<file path="src/shared/fifo_opts_pkg.sv">
// constants shared by the buffer with build options and its bench
// assumes a single 20 MHz clock and an active-low asynchronous clear
package fifo_opts_pkg;

  // =====================================================================
  // geometry
  localparam int DATA_W = 8;
  localparam int FIFO_DEPTH = 32;
  localparam int ADDR_W = 5;
  localparam int PTR_W = ADDR_W + 1;

  // =====================================================================
  // cross-domain stage settings
  localparam int SYNC_PIPE_DEFAULT = 3;
  localparam int SYNC_PIPE_REDUCE = 2;
  localparam int RELATED_STAGES = 0;
  localparam int ACLR_SYNC_STAGES = 2;

  // =====================================================================
  // reset values
  localparam logic [PTR_W-1:0] PTR_RESET = 6'h00;
  localparam logic FULL_RESET = 1'b0;
  localparam logic EMPTY_RESET = 1'b1;
  localparam logic NEAR_FULL_RESET = 1'b0;
  localparam logic NEAR_EMPTY_RESET = 1'b1;
  localparam logic [DATA_W-1:0] DATA_RESET = 8'h00;

  // stage count of a pointer crossing from the build options
  function automatic int cross_stages(input bit dual, input bit related, input int pipe);
    if (!dual) begin
      return 0;
    end else if (related) begin
      return RELATED_STAGES;
    end else if (pipe > SYNC_PIPE_REDUCE) begin
      return pipe - SYNC_PIPE_REDUCE;
    end
    return 0;
  endfunction

endpackage

</file>
<file path="src/hw/fifo_build_options_and_thresholds.sv">
// first-in-first-out buffer with build options, near-full and near-empty flags
// assumes producer and consumer logic on clock_i; no pin inputs to synchronise
//
// Behaviour
// - with the read clear option on, the clear is asserted at once and its release passes a read-clocked synchroniser first.
// - in dual-clock builds the pointer crossing stage count follows the clocks-related option, none when related; single-clock has none.
// - in dual-clock builds with unrelated clocks the two depth settings set the two crossings' stage counts.
// - each depth setting is reduced by two, so 3 gives one stage and 4 gives two.
// - the output register option adds a register stage on the read data.
// - dual-clock on newer targets ignores that option: registered normal, bare show-ahead.
// - single-clock near-full is set while the stored count is at or above its threshold.
// - single-clock near-empty is set while the stored count is below its threshold.
// - single-clock with combined-on-full on, a read plus write on a full buffer is taken and stays full.
// - with the overflow guard on, a write while full is ignored, save a single-clock read plus write under combined-on-full.
// - with the underflow guard on, a read while empty is ignored.
`timescale 1ns/1ns
`default_nettype none

// =======================================================================
// pointer delay line standing for a clock crossing
module ptr_delay
  import fifo_opts_pkg::*;
#(
  parameter int STAGES = 0
) (
  // clock and reset of the receiving side
  input wire logic clock_i,
  input wire logic rst_b_i,
  // pointer in, delayed view out
  input wire logic [PTR_W-1:0] ptr_i,
  output logic [PTR_W-1:0] view_o
);
  if (STAGES == 0) begin : g_direct
    assign view_o = ptr_i;
  end else begin : g_pipe
    logic [PTR_W-1:0] pipe_q [STAGES];
    for (genvar i = 0; i < STAGES; i++) begin : g_stage
      // one stage of the crossing
      always_ff @(posedge clock_i or negedge rst_b_i) begin
        if (!rst_b_i) begin
          pipe_q[i] <= PTR_RESET;
        end else begin
          pipe_q[i] <= (i == 0) ? ptr_i : pipe_q[(i == 0) ? 0 : i-1];
        end
      end
    end
    assign view_o = pipe_q[STAGES-1];
  end
endmodule // ptr_delay

// =======================================================================
// storage, pointers, guards and flags
module fifo_core
  import fifo_opts_pkg::*;
#(
  parameter int WIDTH = DATA_W,
  parameter int DEPTH = FIFO_DEPTH,
  parameter bit DUAL_CLOCK = 1'b0,
  parameter int WR_TO_RD_STAGES = 0,
  parameter int RD_TO_WR_STAGES = 0,
  parameter bit SHOW_AHEAD = 1'b0,
  parameter bit OVERFLOW_GUARD = 1'b1,
  parameter bit UNDERFLOW_GUARD = 1'b1,
  parameter bit WR_WHEN_FULL = 1'b0
) (
  // clock and per-side resets
  input wire logic clock_i,
  input wire logic wr_rst_b_i,
  input wire logic rd_rst_b_i,
  input wire logic sclr_i,
  // write side
  input wire logic wr_req_i,
  input wire logic [WIDTH-1:0] wr_data_i,
  output logic wr_ready_o,
  output logic [PTR_W-1:0] wr_used_o,
  // read side
  input wire logic rd_req_i,
  output logic rd_valid_o,
  output logic [PTR_W-1:0] rd_used_o,
  output logic [WIDTH-1:0] head_o,
  // thresholds and flags
  input wire logic [PTR_W-1:0] near_full_level_i,
  input wire logic [PTR_W-1:0] near_empty_level_i,
  output logic near_full_o,
  output logic near_empty_o
);
  localparam logic [PTR_W-1:0] DEPTH_W = PTR_W'(DEPTH);
  localparam int AW = $clog2(DEPTH);

  logic [WIDTH-1:0] mem_q [DEPTH];
  logic [PTR_W-1:0] wr_ptr_q, wr_ptr_d, rd_ptr_q, rd_ptr_d;
  logic [PTR_W-1:0] rd_view, wr_view, wr_used_d, rd_used_d;
  logic wr_ready_q, rd_valid_q, near_full_q, near_empty_q;
  logic [PTR_W-1:0] wr_used_q, rd_used_q;
  logic [WIDTH-1:0] head_q;
  logic wr_go, rd_go;

  // accepted requests under the guards
  assign rd_go = rd_req_i && (rd_valid_q || !UNDERFLOW_GUARD);
  assign wr_go = wr_req_i && (wr_ready_q || !OVERFLOW_GUARD
                 || (WR_WHEN_FULL && !DUAL_CLOCK && rd_go));

  // next pointers
  assign wr_ptr_d = sclr_i ? PTR_RESET : wr_ptr_q + PTR_W'(wr_go);
  assign rd_ptr_d = sclr_i ? PTR_RESET : rd_ptr_q + PTR_W'(rd_go);

  // crossings; zero stages gives the exact count of the single-clock variant
  ptr_delay #(.STAGES(RD_TO_WR_STAGES)) u_rd_to_wr (
    .clock_i(clock_i), .rst_b_i(wr_rst_b_i), .ptr_i(rd_ptr_d), .view_o(rd_view));
  ptr_delay #(.STAGES(WR_TO_RD_STAGES)) u_wr_to_rd (
    .clock_i(clock_i), .rst_b_i(rd_rst_b_i), .ptr_i(wr_ptr_d), .view_o(wr_view));

  // counts as seen by each side, in the cycle they update
  assign wr_used_d = wr_ptr_d - rd_view;
  assign rd_used_d = wr_view - rd_ptr_d;

  // storage write
  always_ff @(posedge clock_i) begin
    if (wr_go) begin
      mem_q[wr_ptr_q[AW-1:0]] <= wr_data_i;
    end
  end

  // write-side state and flags
  always_ff @(posedge clock_i or negedge wr_rst_b_i) begin
    if (!wr_rst_b_i) begin
      wr_ptr_q <= PTR_RESET;
      wr_used_q <= PTR_RESET;
      wr_ready_q <= !FULL_RESET;
      near_full_q <= NEAR_FULL_RESET;
    end else begin
      wr_ptr_q <= wr_ptr_d;
      wr_used_q <= wr_used_d;
      wr_ready_q <= (wr_used_d != DEPTH_W);
      near_full_q <= (wr_used_d >= near_full_level_i);
    end
  end

  // read-side state and flags
  always_ff @(posedge clock_i or negedge rd_rst_b_i) begin
    if (!rd_rst_b_i) begin
      rd_ptr_q <= PTR_RESET;
      rd_used_q <= PTR_RESET;
      rd_valid_q <= !EMPTY_RESET;
      near_empty_q <= NEAR_EMPTY_RESET;
    end else begin
      rd_ptr_q <= rd_ptr_d;
      rd_used_q <= rd_used_d;
      rd_valid_q <= (rd_used_d != PTR_RESET);
      near_empty_q <= (rd_used_d < near_empty_level_i);
    end
  end

  // head data: on a read in normal mode, always the next word in show-ahead
  always_ff @(posedge clock_i or negedge rd_rst_b_i) begin
    if (!rd_rst_b_i) begin
      head_q <= DATA_RESET;
    end else if (SHOW_AHEAD) begin
      if (wr_go && (wr_ptr_q[AW-1:0] == rd_ptr_d[AW-1:0])) begin
        head_q <= wr_data_i; // bypass a word landing at the head
      end else begin
        head_q <= mem_q[rd_ptr_d[AW-1:0]];
      end
    end else if (rd_go) begin
      head_q <= mem_q[rd_ptr_q[AW-1:0]];
    end
  end

  assign wr_ready_o = wr_ready_q;
  assign rd_valid_o = rd_valid_q;
  assign wr_used_o = wr_used_q;
  assign rd_used_o = rd_used_q;
  assign near_full_o = near_full_q;
  assign near_empty_o = near_empty_q;
  assign head_o = head_q;
endmodule // fifo_core

// =======================================================================
// top: clear synchroniser, option decoding and output stage
module fifo_build_options_and_thresholds
  import fifo_opts_pkg::*;
#(
  parameter bit DUAL_CLOCK = 1'b0,
  parameter bit NEW_TARGET = 1'b1,
  parameter bit READ_ACLR_SYNC = 1'b0,
  parameter bit CLOCKS_RELATED = 1'b0,
  parameter int WR_TO_RD_PIPE = SYNC_PIPE_DEFAULT,
  parameter int RD_TO_WR_PIPE = SYNC_PIPE_DEFAULT,
  parameter bit OUTPUT_REG = 1'b0,
  parameter bit SHOW_AHEAD = 1'b0,
  parameter bit OVERFLOW_GUARD = 1'b1,
  parameter bit UNDERFLOW_GUARD = 1'b1,
  parameter bit WR_WHEN_FULL = 1'b0
) (
  // clock, asynchronous and synchronous clear
  input wire logic clock_i,
  input wire logic rst_b_i,
  input wire logic sclr_i,
  // write side
  input wire logic wr_req_i,
  input wire logic [DATA_W-1:0] wr_data_i,
  output logic wr_ready_o,
  output logic [PTR_W-1:0] wr_used_o,
  // read side
  input wire logic rd_req_i,
  output logic rd_valid_o,
  output logic [PTR_W-1:0] rd_used_o,
  output logic [DATA_W-1:0] rd_data_o,
  // thresholds and flags
  input wire logic [PTR_W-1:0] near_full_level_i,
  input wire logic [PTR_W-1:0] near_empty_level_i,
  output logic near_full_o,
  output logic near_empty_o
);
  localparam int WR_TO_RD_ST = cross_stages(DUAL_CLOCK, CLOCKS_RELATED, WR_TO_RD_PIPE);
  localparam int RD_TO_WR_ST = cross_stages(DUAL_CLOCK, CLOCKS_RELATED, RD_TO_WR_PIPE);
  localparam bit DATA_REG = (DUAL_CLOCK && NEW_TARGET) ? !SHOW_AHEAD : OUTPUT_REG;

  logic rd_rst_b;
  logic [DATA_W-1:0] head;

  // read-side clear: asserted at once, released through read-clocked flops
  if (READ_ACLR_SYNC) begin : g_aclr_sync
    logic [ACLR_SYNC_STAGES-1:0] sync_q;
    always_ff @(posedge clock_i or negedge rst_b_i) begin
      if (!rst_b_i) begin
        sync_q <= '0;
      end else begin
        sync_q <= {sync_q[ACLR_SYNC_STAGES-2:0], 1'b1};
      end
    end
    assign rd_rst_b = sync_q[ACLR_SYNC_STAGES-1];
  end else begin : g_aclr_direct
    assign rd_rst_b = rst_b_i;
  end

  fifo_core #(
    .WIDTH(DATA_W), .DEPTH(FIFO_DEPTH), .DUAL_CLOCK(DUAL_CLOCK),
    .WR_TO_RD_STAGES(WR_TO_RD_ST), .RD_TO_WR_STAGES(RD_TO_WR_ST),
    .SHOW_AHEAD(SHOW_AHEAD), .OVERFLOW_GUARD(OVERFLOW_GUARD),
    .UNDERFLOW_GUARD(UNDERFLOW_GUARD), .WR_WHEN_FULL(WR_WHEN_FULL)
  ) u_core (
    .clock_i(clock_i), .wr_rst_b_i(rst_b_i), .rd_rst_b_i(rd_rst_b), .sclr_i(sclr_i),
    .wr_req_i(wr_req_i), .wr_data_i(wr_data_i), .wr_ready_o(wr_ready_o),
    .wr_used_o(wr_used_o), .rd_req_i(rd_req_i), .rd_valid_o(rd_valid_o),
    .rd_used_o(rd_used_o), .head_o(head),
    .near_full_level_i(near_full_level_i), .near_empty_level_i(near_empty_level_i),
    .near_full_o(near_full_o), .near_empty_o(near_empty_o));

  // optional extra register stage on the read data
  if (DATA_REG) begin : g_out_reg
    logic [DATA_W-1:0] data_q;
    always_ff @(posedge clock_i or negedge rd_rst_b) begin
      if (!rd_rst_b) begin
        data_q <= DATA_RESET;
      end else begin
        data_q <= head;
      end
    end
    assign rd_data_o = data_q;
  end else begin : g_out_bare
    assign rd_data_o = head;
  end
endmodule // fifo_build_options_and_thresholds

`default_nettype wire

</file>
<file path="config.mk">
export PLATFORM = sky130hd
export DESIGN_NAME = fifo_build_options_and_thresholds
export DESIGN_NICKNAME = d
export VERILOG_FILES = /design/src/shared/fifo_opts_pkg.sv /design/src/hw/fifo_build_options_and_thresholds.sv
export SDC_FILE = /design/constraint.sdc
export NUM_CORES = 1
export LEC_CHECK = 0
export BUFFER_PORTS_ARGS = -buffer_cell sky130_fd_sc_hd__buf_2
export CAP_MARGIN = 30
export CORE_MARGIN = 4
export CORE_UTILIZATION = 60
export DETAILED_ROUTE_END_ITERATION = 7
export GPL_TIMING_DRIVEN = 0
export HOLD_SLACK_MARGIN = 0.1
export PLACE_DENSITY = 0.77
export RECOVER_POWER = 50
export SLEW_MARGIN = 5
export SYNTH_ARGS = -nofsm -noshare
export SYNTH_HDL_FRONTEND = slang
export SYNTH_SLANG_ARGS = --single-unit
</file>
<file path="constraint.sdc">
create_clock -name clock_i -period 4.3 [get_ports clock_i]
set_clock_uncertainty 0.15 [all_clocks]
set_input_delay 0.645 -clock clock_i [delete_from_list [all_inputs] [get_ports clock_i]]
set_output_delay 0.645 -clock clock_i [all_outputs]
set_load 0.1 [all_outputs]
</file>
==> results of run 1 <==
## final timing paths
| path | from | to | slack [ns] |
|---|---|---|---|
| min | near_full_level_i[5] | u_core.near_full_o$_DFF_PN0_ | 0.28 |
| min reg2reg | u_core.head_o[7]$_DFFE_PN0N_ | u_core.head_o[7]$_DFFE_PN0N_ | 0.37 |
| min in group asynchronous | rst_b_i | u_core.wr_ptr_q[1]$_DFF_PN0_ | 0.96 |
| max | u_core.rd_valid_o$_DFF_PN0_ | u_core.near_full_o$_DFF_PN0_ | 0.31 |
| max reg2reg | u_core.rd_valid_o$_DFF_PN0_ | u_core.near_full_o$_DFF_PN0_ | 0.31 |
| max in group asynchronous | rst_b_i | u_core.head_o[7]$_DFFE_PN0N_ | 2.04 |
## cell type report
class / instances / area [µm²] / share of cell area
clock buffer: 39 / 803 / 0.0618
sequential: 286 / 8440 / 0.649
timing repair buffer: 49 / 236 / 0.0182
buffer: 33 / 180 / 0.0139
inverter: 18 / 67.6 / 0.00520
tap: 260 / 325 / 0.0250
clock inverter: 13 / 86.3 / 0.00664
multi-input combinational: 251 / 2860 / 0.220
## flip-flops by register name (all words and copies together) (netlist names)
signal	cells
u_core.rd_ptr_q	6
u_core.near_empty_o	1
u_core.wr_ptr_q	6
u_core.near_full_o	1
u_core.head_o	8
u_core.rd_valid_o	1
u_core.wr_ready_o	1
u_core.mem_q	256
u_core.rd_used_o	6
## through the flow
stage | hold slack [ns] | setup WS, ns | cell area, µm²
final | 0.279 | 0.311 | 13000
after global routing | 0.270 | 0.105 | 13000
after detailed placement | 0.352 | -0.157 | 12100
after CTS | 0.263 | 0.180 | 13000
after floorplan | 0.199 | 0.244 | 11600
after global placement | 0.339 | -0.0587 | 12100
## cells by family (layout without fill, tap and decap cells)
logic type | after synthesis | after routing
muxes | 88 | 88
DFF | 286 | 286
and+or+nand+nor | 93 | 93
buffers and inverters | 52 | 152
xor gates and xnor gates | 10 | 10
adders and majority gates | 21 | 21
AOI/OAI and AO/OA | 39 | 39
## power by group through the flow
stage	registers [mW]	logic [mW]	clock network [mW]
global route	3.22	1.82	2.49
finish	3.21	1.73	2.33
detailed placement	3.27	1.74	0
global placement	3.26	1.71	0
floorplan	3.76	0.856	0
CTS	3.21	1.75	2.37
## worst max-delay path, delay by kind of cell (launching register included)
family,cells,cell delay [ns]
AO/OA/AOI/OAI,4,0.65
XOR/XNOR,1,0.25
adder cells (fa/ha/maj),5,1.59
buffers and inverters,2,0.16
flip-flops,1,0.40
AND/OR/NAND/NOR,2,0.67
## cell usage in the layout, fill, tap and decap left out, drive strengths merged, types with 4 or more instances in the layout
cell | Yosys | final
inv | 18 | 18
nand2b | 6 | 6
nand3b | 5 | 5
nand3 | 6 | 6
mux2i | 16 | 16
clkinv | 0 | 11
clkbuf | 10 | 59
ha | 19 | 19
nand2 | 22 | 22
buf | 24 | 61
mux4 | 72 | 72
o21ai | 13 | 13
edfxtp | 256 | 256
xor2 | 8 | 8
dfrtp | 28 | 28
nor2b | 4 | 4
a221oi | 8 | 8
a21oi | 7 | 7
nor2 | 38 | 38
## per-layer routing
layer / part of all wire / routed length, µm / up-vias / GRT usage
li1: - / - / 2504 / -
met1: 0.41 / 9400 / 3004 / 0.313
met2: 0.52 / 12000 / 189 / 0.373
met3: 0.047 / 1100 / 42 / 0.0256
met4: 0.025 / 575 / 0 / 0.0659
met5: 0 / 0 / - / 0
## what timing repair did
item,4_1_cts,5_1_grt
resized for setup,0,0
hold buffers,1,0
setup endpoints to repair,0,1
hold endpoints to repair,28,0
==> qor.csv, run 1 <==
metric,value,unit
Port-buffer cells,48,
CTS tree,built,
Setup Viol. Count Final,0,
# diodes,0,
CTS Sinks,286,
Syn Inst Count,589,
clk slew on worst S/H paths,0.06,ns
Comb pwr share,0.238,
status,"complete, but fails checks",
average size of a mapped cell,19.6,µm²
Synth Area in Simple Gates,0.0394,
post-synthesis mux area share,0.154,
Worst EP required,4.56,ns
Max Cap Violations,5,
Syn Nets,634,
pin count of the biggest net entering global routing,33,
Die ar.,21500,µm²
crit path time final,3.99,ns
Leak,4.39,nW
unrepaired setup endpoints after global routing,false,
Util after Layout,0.690,
startpoint types,flop,
# IOs,49,
PwrDens,560,nW/µm²
share of layout cells above drive strength 1,0.263,
hold path cells,3,
die height,147,µm
DR pass1 iterations,5,
top cell type's share of synthesized area,0.665,
Yosys warning count,0,
switching part of the total,0.314,
critical path class,flop to flop,
fmax,0.251,GHz
ANT nets after route,0,
Avg WL per Cell,24.3,µm
CTS Root Buffer Type,clkbuf_16,
Non-Filler Instances,949,
Overall Global Routing Usage,0.222,
first-pass GRT wire length,35900,µm
Tot Pwr,7.28,mW
cells along the critical path,nand2_1 -> inv_1 -> ha_1 -> nor2b_1 -> ha_1 -> inv_1 -> fa_1 -> a21o_1 -> a21oi_1 -> xnor2_1 -> ha_1 -> a21oi_1 -> o21ai_0 -> maj3_1,
Async SR Flop Fraction,0.105,
Longest Clk Path Bufs,3,
worst slew pin tran,1.72,ns
die width,147,µm
fraction of synthesized cell area in xor and xnor cells,0.00823,
Max Transition Viols Final,97,
1st-iter DRT viols,532,
initial antenna violation count,0,
synth top area cells,"edfxtp_1, mux4_2, dfrtp_1",
GP Congestion,0.830,
worst vdd ir,0.416,mV
most frequent CP cell,ha_1,
post-synthesis compound-gate area fraction,0.0226,
DR vias/cell,6.05,
Layout area overhead,12.5,%
CP max stage cell,nand2_1,
Critical Path End Type,flop,
Worst Hold Class,primary input to flop,
DP Cell Count,897,
most frequent cell after synthesis,edfxtp_1,
core area,18800,µm²
NetSw,2.28,mW
Slew headroom,-0.144,
HPWL Detailed,14900,µm
Adder-Cell Fraction of Synth Area,0.0232,
final-report hold violation count,0,
Initial Utilization,0.614,
final WL,23100,µm
Unique masters post-synth,43,
H-tree Lvls,1,
DR DRC count,0,
via count,5739,
failing checks,"max-capacitance violations, max-slew violations",
Seq cells post-synth,286,
ys flop type,edfxtp_1,
"EDFF count, synth",256,
Final TNS setup,0,ns
fill count,1131,
largest area contributor in the netlist,edfxtp_1,
post-synthesis sequential area ratio,0.731,
postcts setup bufs,0,
Num CTS Buffers,28,
Rows,50,
clock network power share,0.321,
CP max stage delay,0.45,ns
internal power,5.00,mW
combinational family with the most area after synthesis,multiplexers,
grt ovf,0,
CP arrival,4.25,ns
R2R depth,14,
"Period Utilization, post-route",0.928,
Final nets,712,
worst-skew pair later-pin latency,0.54,ns
vias in the first global route,5892,
mapped cell area,11600,µm²
worst-path fanout max,17,
Commonest cells post-synth,"edfxtp_1, mux4_2, nor2_1",
Seq pwr share,0.442,
No activity file was read; power rests on OpenSTA's default activity.
==> run 2: changes to the inputs <==
--- a/config.mk
+++ b/config.mk
@@ -17,4 +17,5 @@
 export SLEW_MARGIN = 5
 export SYNTH_ARGS = -nofsm -noshare
 export SYNTH_HDL_FRONTEND = slang
+export SYNTH_HIERARCHICAL = 1
 export SYNTH_SLANG_ARGS = --single-unit
==> qor.csv, run 2 <==
metric,value,unit
Initial Utilization,0.608,
pin count of the biggest net entering global routing,37,
Rows,52,
ys flop type,edfxtp_1,
"commonest non-fill, non-tap cells in the layout","edfxtp_1, inv_1, clkbuf_1, nor2_1, mux4_2",
Layout area overhead,11.5,%
DR pass1 iterations,5,
switching part of the total,0.321,
worst slew pin tran,2.00,ns
GP Congestion,0.857,
Seq pwr share,0.450,
Unique masters post-synth,52,
core area,20200,µm²
# diodes,0,
largest area contributor in the netlist,edfxtp_1,
CP arrival,4.38,ns
clk slew on worst S/H paths,0.06,ns
status,"complete, but fails checks",
initial antenna violation count,0,
1st-iter DRT viols,655,
Die ar.,22800,µm²
NetSw,2.35,mW
Worst Hold Class,primary input to flop,
crit path time final,4.10,ns
Final nets,848,
CTS tree,built,
die width,151,µm
post-synthesis mux area share,0.120,
Num CTS Buffers,28,
clock network power share,0.306,
# IOs,49,
Util after Layout,0.678,
Comb pwr share,0.243,
vias in the first global route,6948,
Port-buffer cells,47,
failing checks,"max-capacitance violations, max-slew violations",
"EDFF count, synth",256,
die height,151,µm
Avg WL per Cell,23.3,µm
HPWL Detailed,16600,µm
critical path class,flop to flop,
Final TNS setup,0,ns
DR DRC count,0,
Yosys warning count,6,
Critical Path End Type,flop,
met2 GRT Util,0.387,
Async SR Flop Fraction,0.123,
"commonest non-fill, non-tap cell in the layout",edfxtp_1,
Syn Inst Count,717,
CTS Sinks,292,
Leak,4.80,nW
PwrDens,534,nW/µm²
Seq cells post-synth,292,
Slew headroom,-0.335,
ANT nets after route,0,
worst-skew pair later-pin latency,0.54,ns
Max Transition Viols Final,169,
Longest Clk Path Bufs,3,
Synth Area in Simple Gates,0.0540,
first-pass GRT wire length,39000,µm
average size of a mapped cell,17.1,µm²
met3 usage,0.0422,
met1 usage in global routing,0.310,
H-tree Lvls,1,
Setup Viol. Count Final,0,
DR vias/cell,6.11,
post-synthesis compound-gate area fraction,0.0515,
Commonest cells post-synth,"edfxtp_1, inv_1, nor2_1",
combinational family with the most area after synthesis,multiplexers,
final-report hold violation count,0,
share of layout cells above drive strength 1,0.179,
startpoint types,flop,
Max Cap Violations,5,
final WL,25300,µm
unrepaired setup endpoints after global routing,false,
fraction of synthesized cell area in xor and xnor cells,0.00857,
worst vdd ir,0.655,mV
grt ovf,0,
via count,6647,
Adder-Cell Fraction of Synth Area,0.0298,
Worst EP required,4.57,ns
Overall Global Routing Usage,0.229,
synth top area cells,"edfxtp_1, dfrtp_1, mux4_2",
mapped cell area,12300,µm²
Syn Nets,770,
"Period Utilization, post-route",0.954,
most frequent cell after synthesis,edfxtp_1,
worst-path fanout max,10,
post-synthesis sequential area ratio,0.700,
internal power,4.96,mW
CTS Root Buffer Type,clkbuf_16,
Largest register FFs,256,
fmax,0.244,GHz
gr busiest metal,met2,
top cell type's share of synthesized area,0.627,
## run 2: worst max-delay path, stage by stage (launching register included)
cell and delay, ns:
dfrtp_1 0.44, buf_1 0.50, clkbuf_1 0.47, nand3_1 0.17, xor2_1 0.19, or2_2 0.31, inv_1 0.10, buf_4 0.11
inv_1 0.03, ha_1 0.32, a21o_1 0.19, a31oi_1 0.18, xor2_1 0.30, ha_1 0.31, a21oi_1 0.13, o21ai_0 0.09
## run 2: path summary, 6_finish.rpt
kind | slack, ns | depth (start not counted) | endpoint | from
max | 0.20 | 15 | u_core/near_full_o$_DFF_PN0_ | u_core/rd_ptr_q[2]$_DFF_PN0_
min | 0.30 | 4 | u_core/near_empty_o$_DFF_PN1_ | near_empty_level_i[5]
max reg2reg | 0.20 | 15 | u_core/near_full_o$_DFF_PN0_ | u_core/rd_ptr_q[2]$_DFF_PN0_
min reg2reg | 0.35 | 1 | u_core/head_o[0]$_DFFE_PN0N_ | u_core/head_o[0]$_DFFE_PN0N_
max in group asynchronous | 1.77 | 2 | u_core/head_o[2]$_DFFE_PN0N_ | rst_b_i
min in group asynchronous | 1.07 | 2 | u_core/near_full_o$_DFF_PN0_ | rst_b_i
## run 2: logic make-up (layout without fill, tap and decap cells)
logic type,after synthesis,after routing
AO/OA/AOI/OAI,90,90
flip-flops,292,292
adder cells (fa/ha/maj),28,28
buffers and inverters,91,191
multiplexers,82,82
XOR/XNOR,12,12
AND/OR/NAND/NOR,122,122
## run 2: repair_timing
item / in CTS / in global routing
endpoints found under the setup margin: 0 / 1
hold buffers: 1 / 0
endpoints found under the hold margin: 34 / 0
setup buffers: 0 / 0
resized for setup: 0 / 2
## run 2: metal layers
layer | up-vias | wire length [µm]
li1 | 2940 | -
met1 | 3390 | 9780
met2 | 262 | 12900
met3 | 55 | 2000
met4 | 0 | 589
met5 | - | 0
## run 2: cell type report
class                      instances  area, µm²
buffer                            47        277
clock buffer                      32        716
clock inverter                    20        131
fill                            1346       6490
inverter                          44        165
multi-input combinational        334       3240
sequential                       292       8590
tap                              270        338
timing repair buffer              48        224
## run 2: power groups by stage
stage	Combinational (mW)	Clock, mW	Sequential (mW)
3_3_place_gp	1.74	0	3.34
6_report	1.78	2.24	3.29
5_1_grt	1.88	2.41	3.30
4_1_cts	1.80	2.27	3.29
2_1_floorplan	0.688	0	4.03
3_5_place_dp	1.79	0	3.35
## run 2: stage by stage
step | power (mW) | cells | setup slack [ns] | instance area, µm² | hold slack [ns]
after global routing | 7.59 | 1087 | 0.0195 | 13700 | 0.298
after detailed placement | 5.13 | 1034 | 0.0144 | 12800 | 0.351
after CTS | 7.36 | 1087 | 0.146 | 13700 | 0.289
after global placement | 5.08 | 1034 | 0.0746 | 12800 | 0.347
after floorplan | 4.72 | 717 | 0.196 | 12300 | 0.199
final | 7.31 | 1087 | 0.196 | 13700 | 0.296
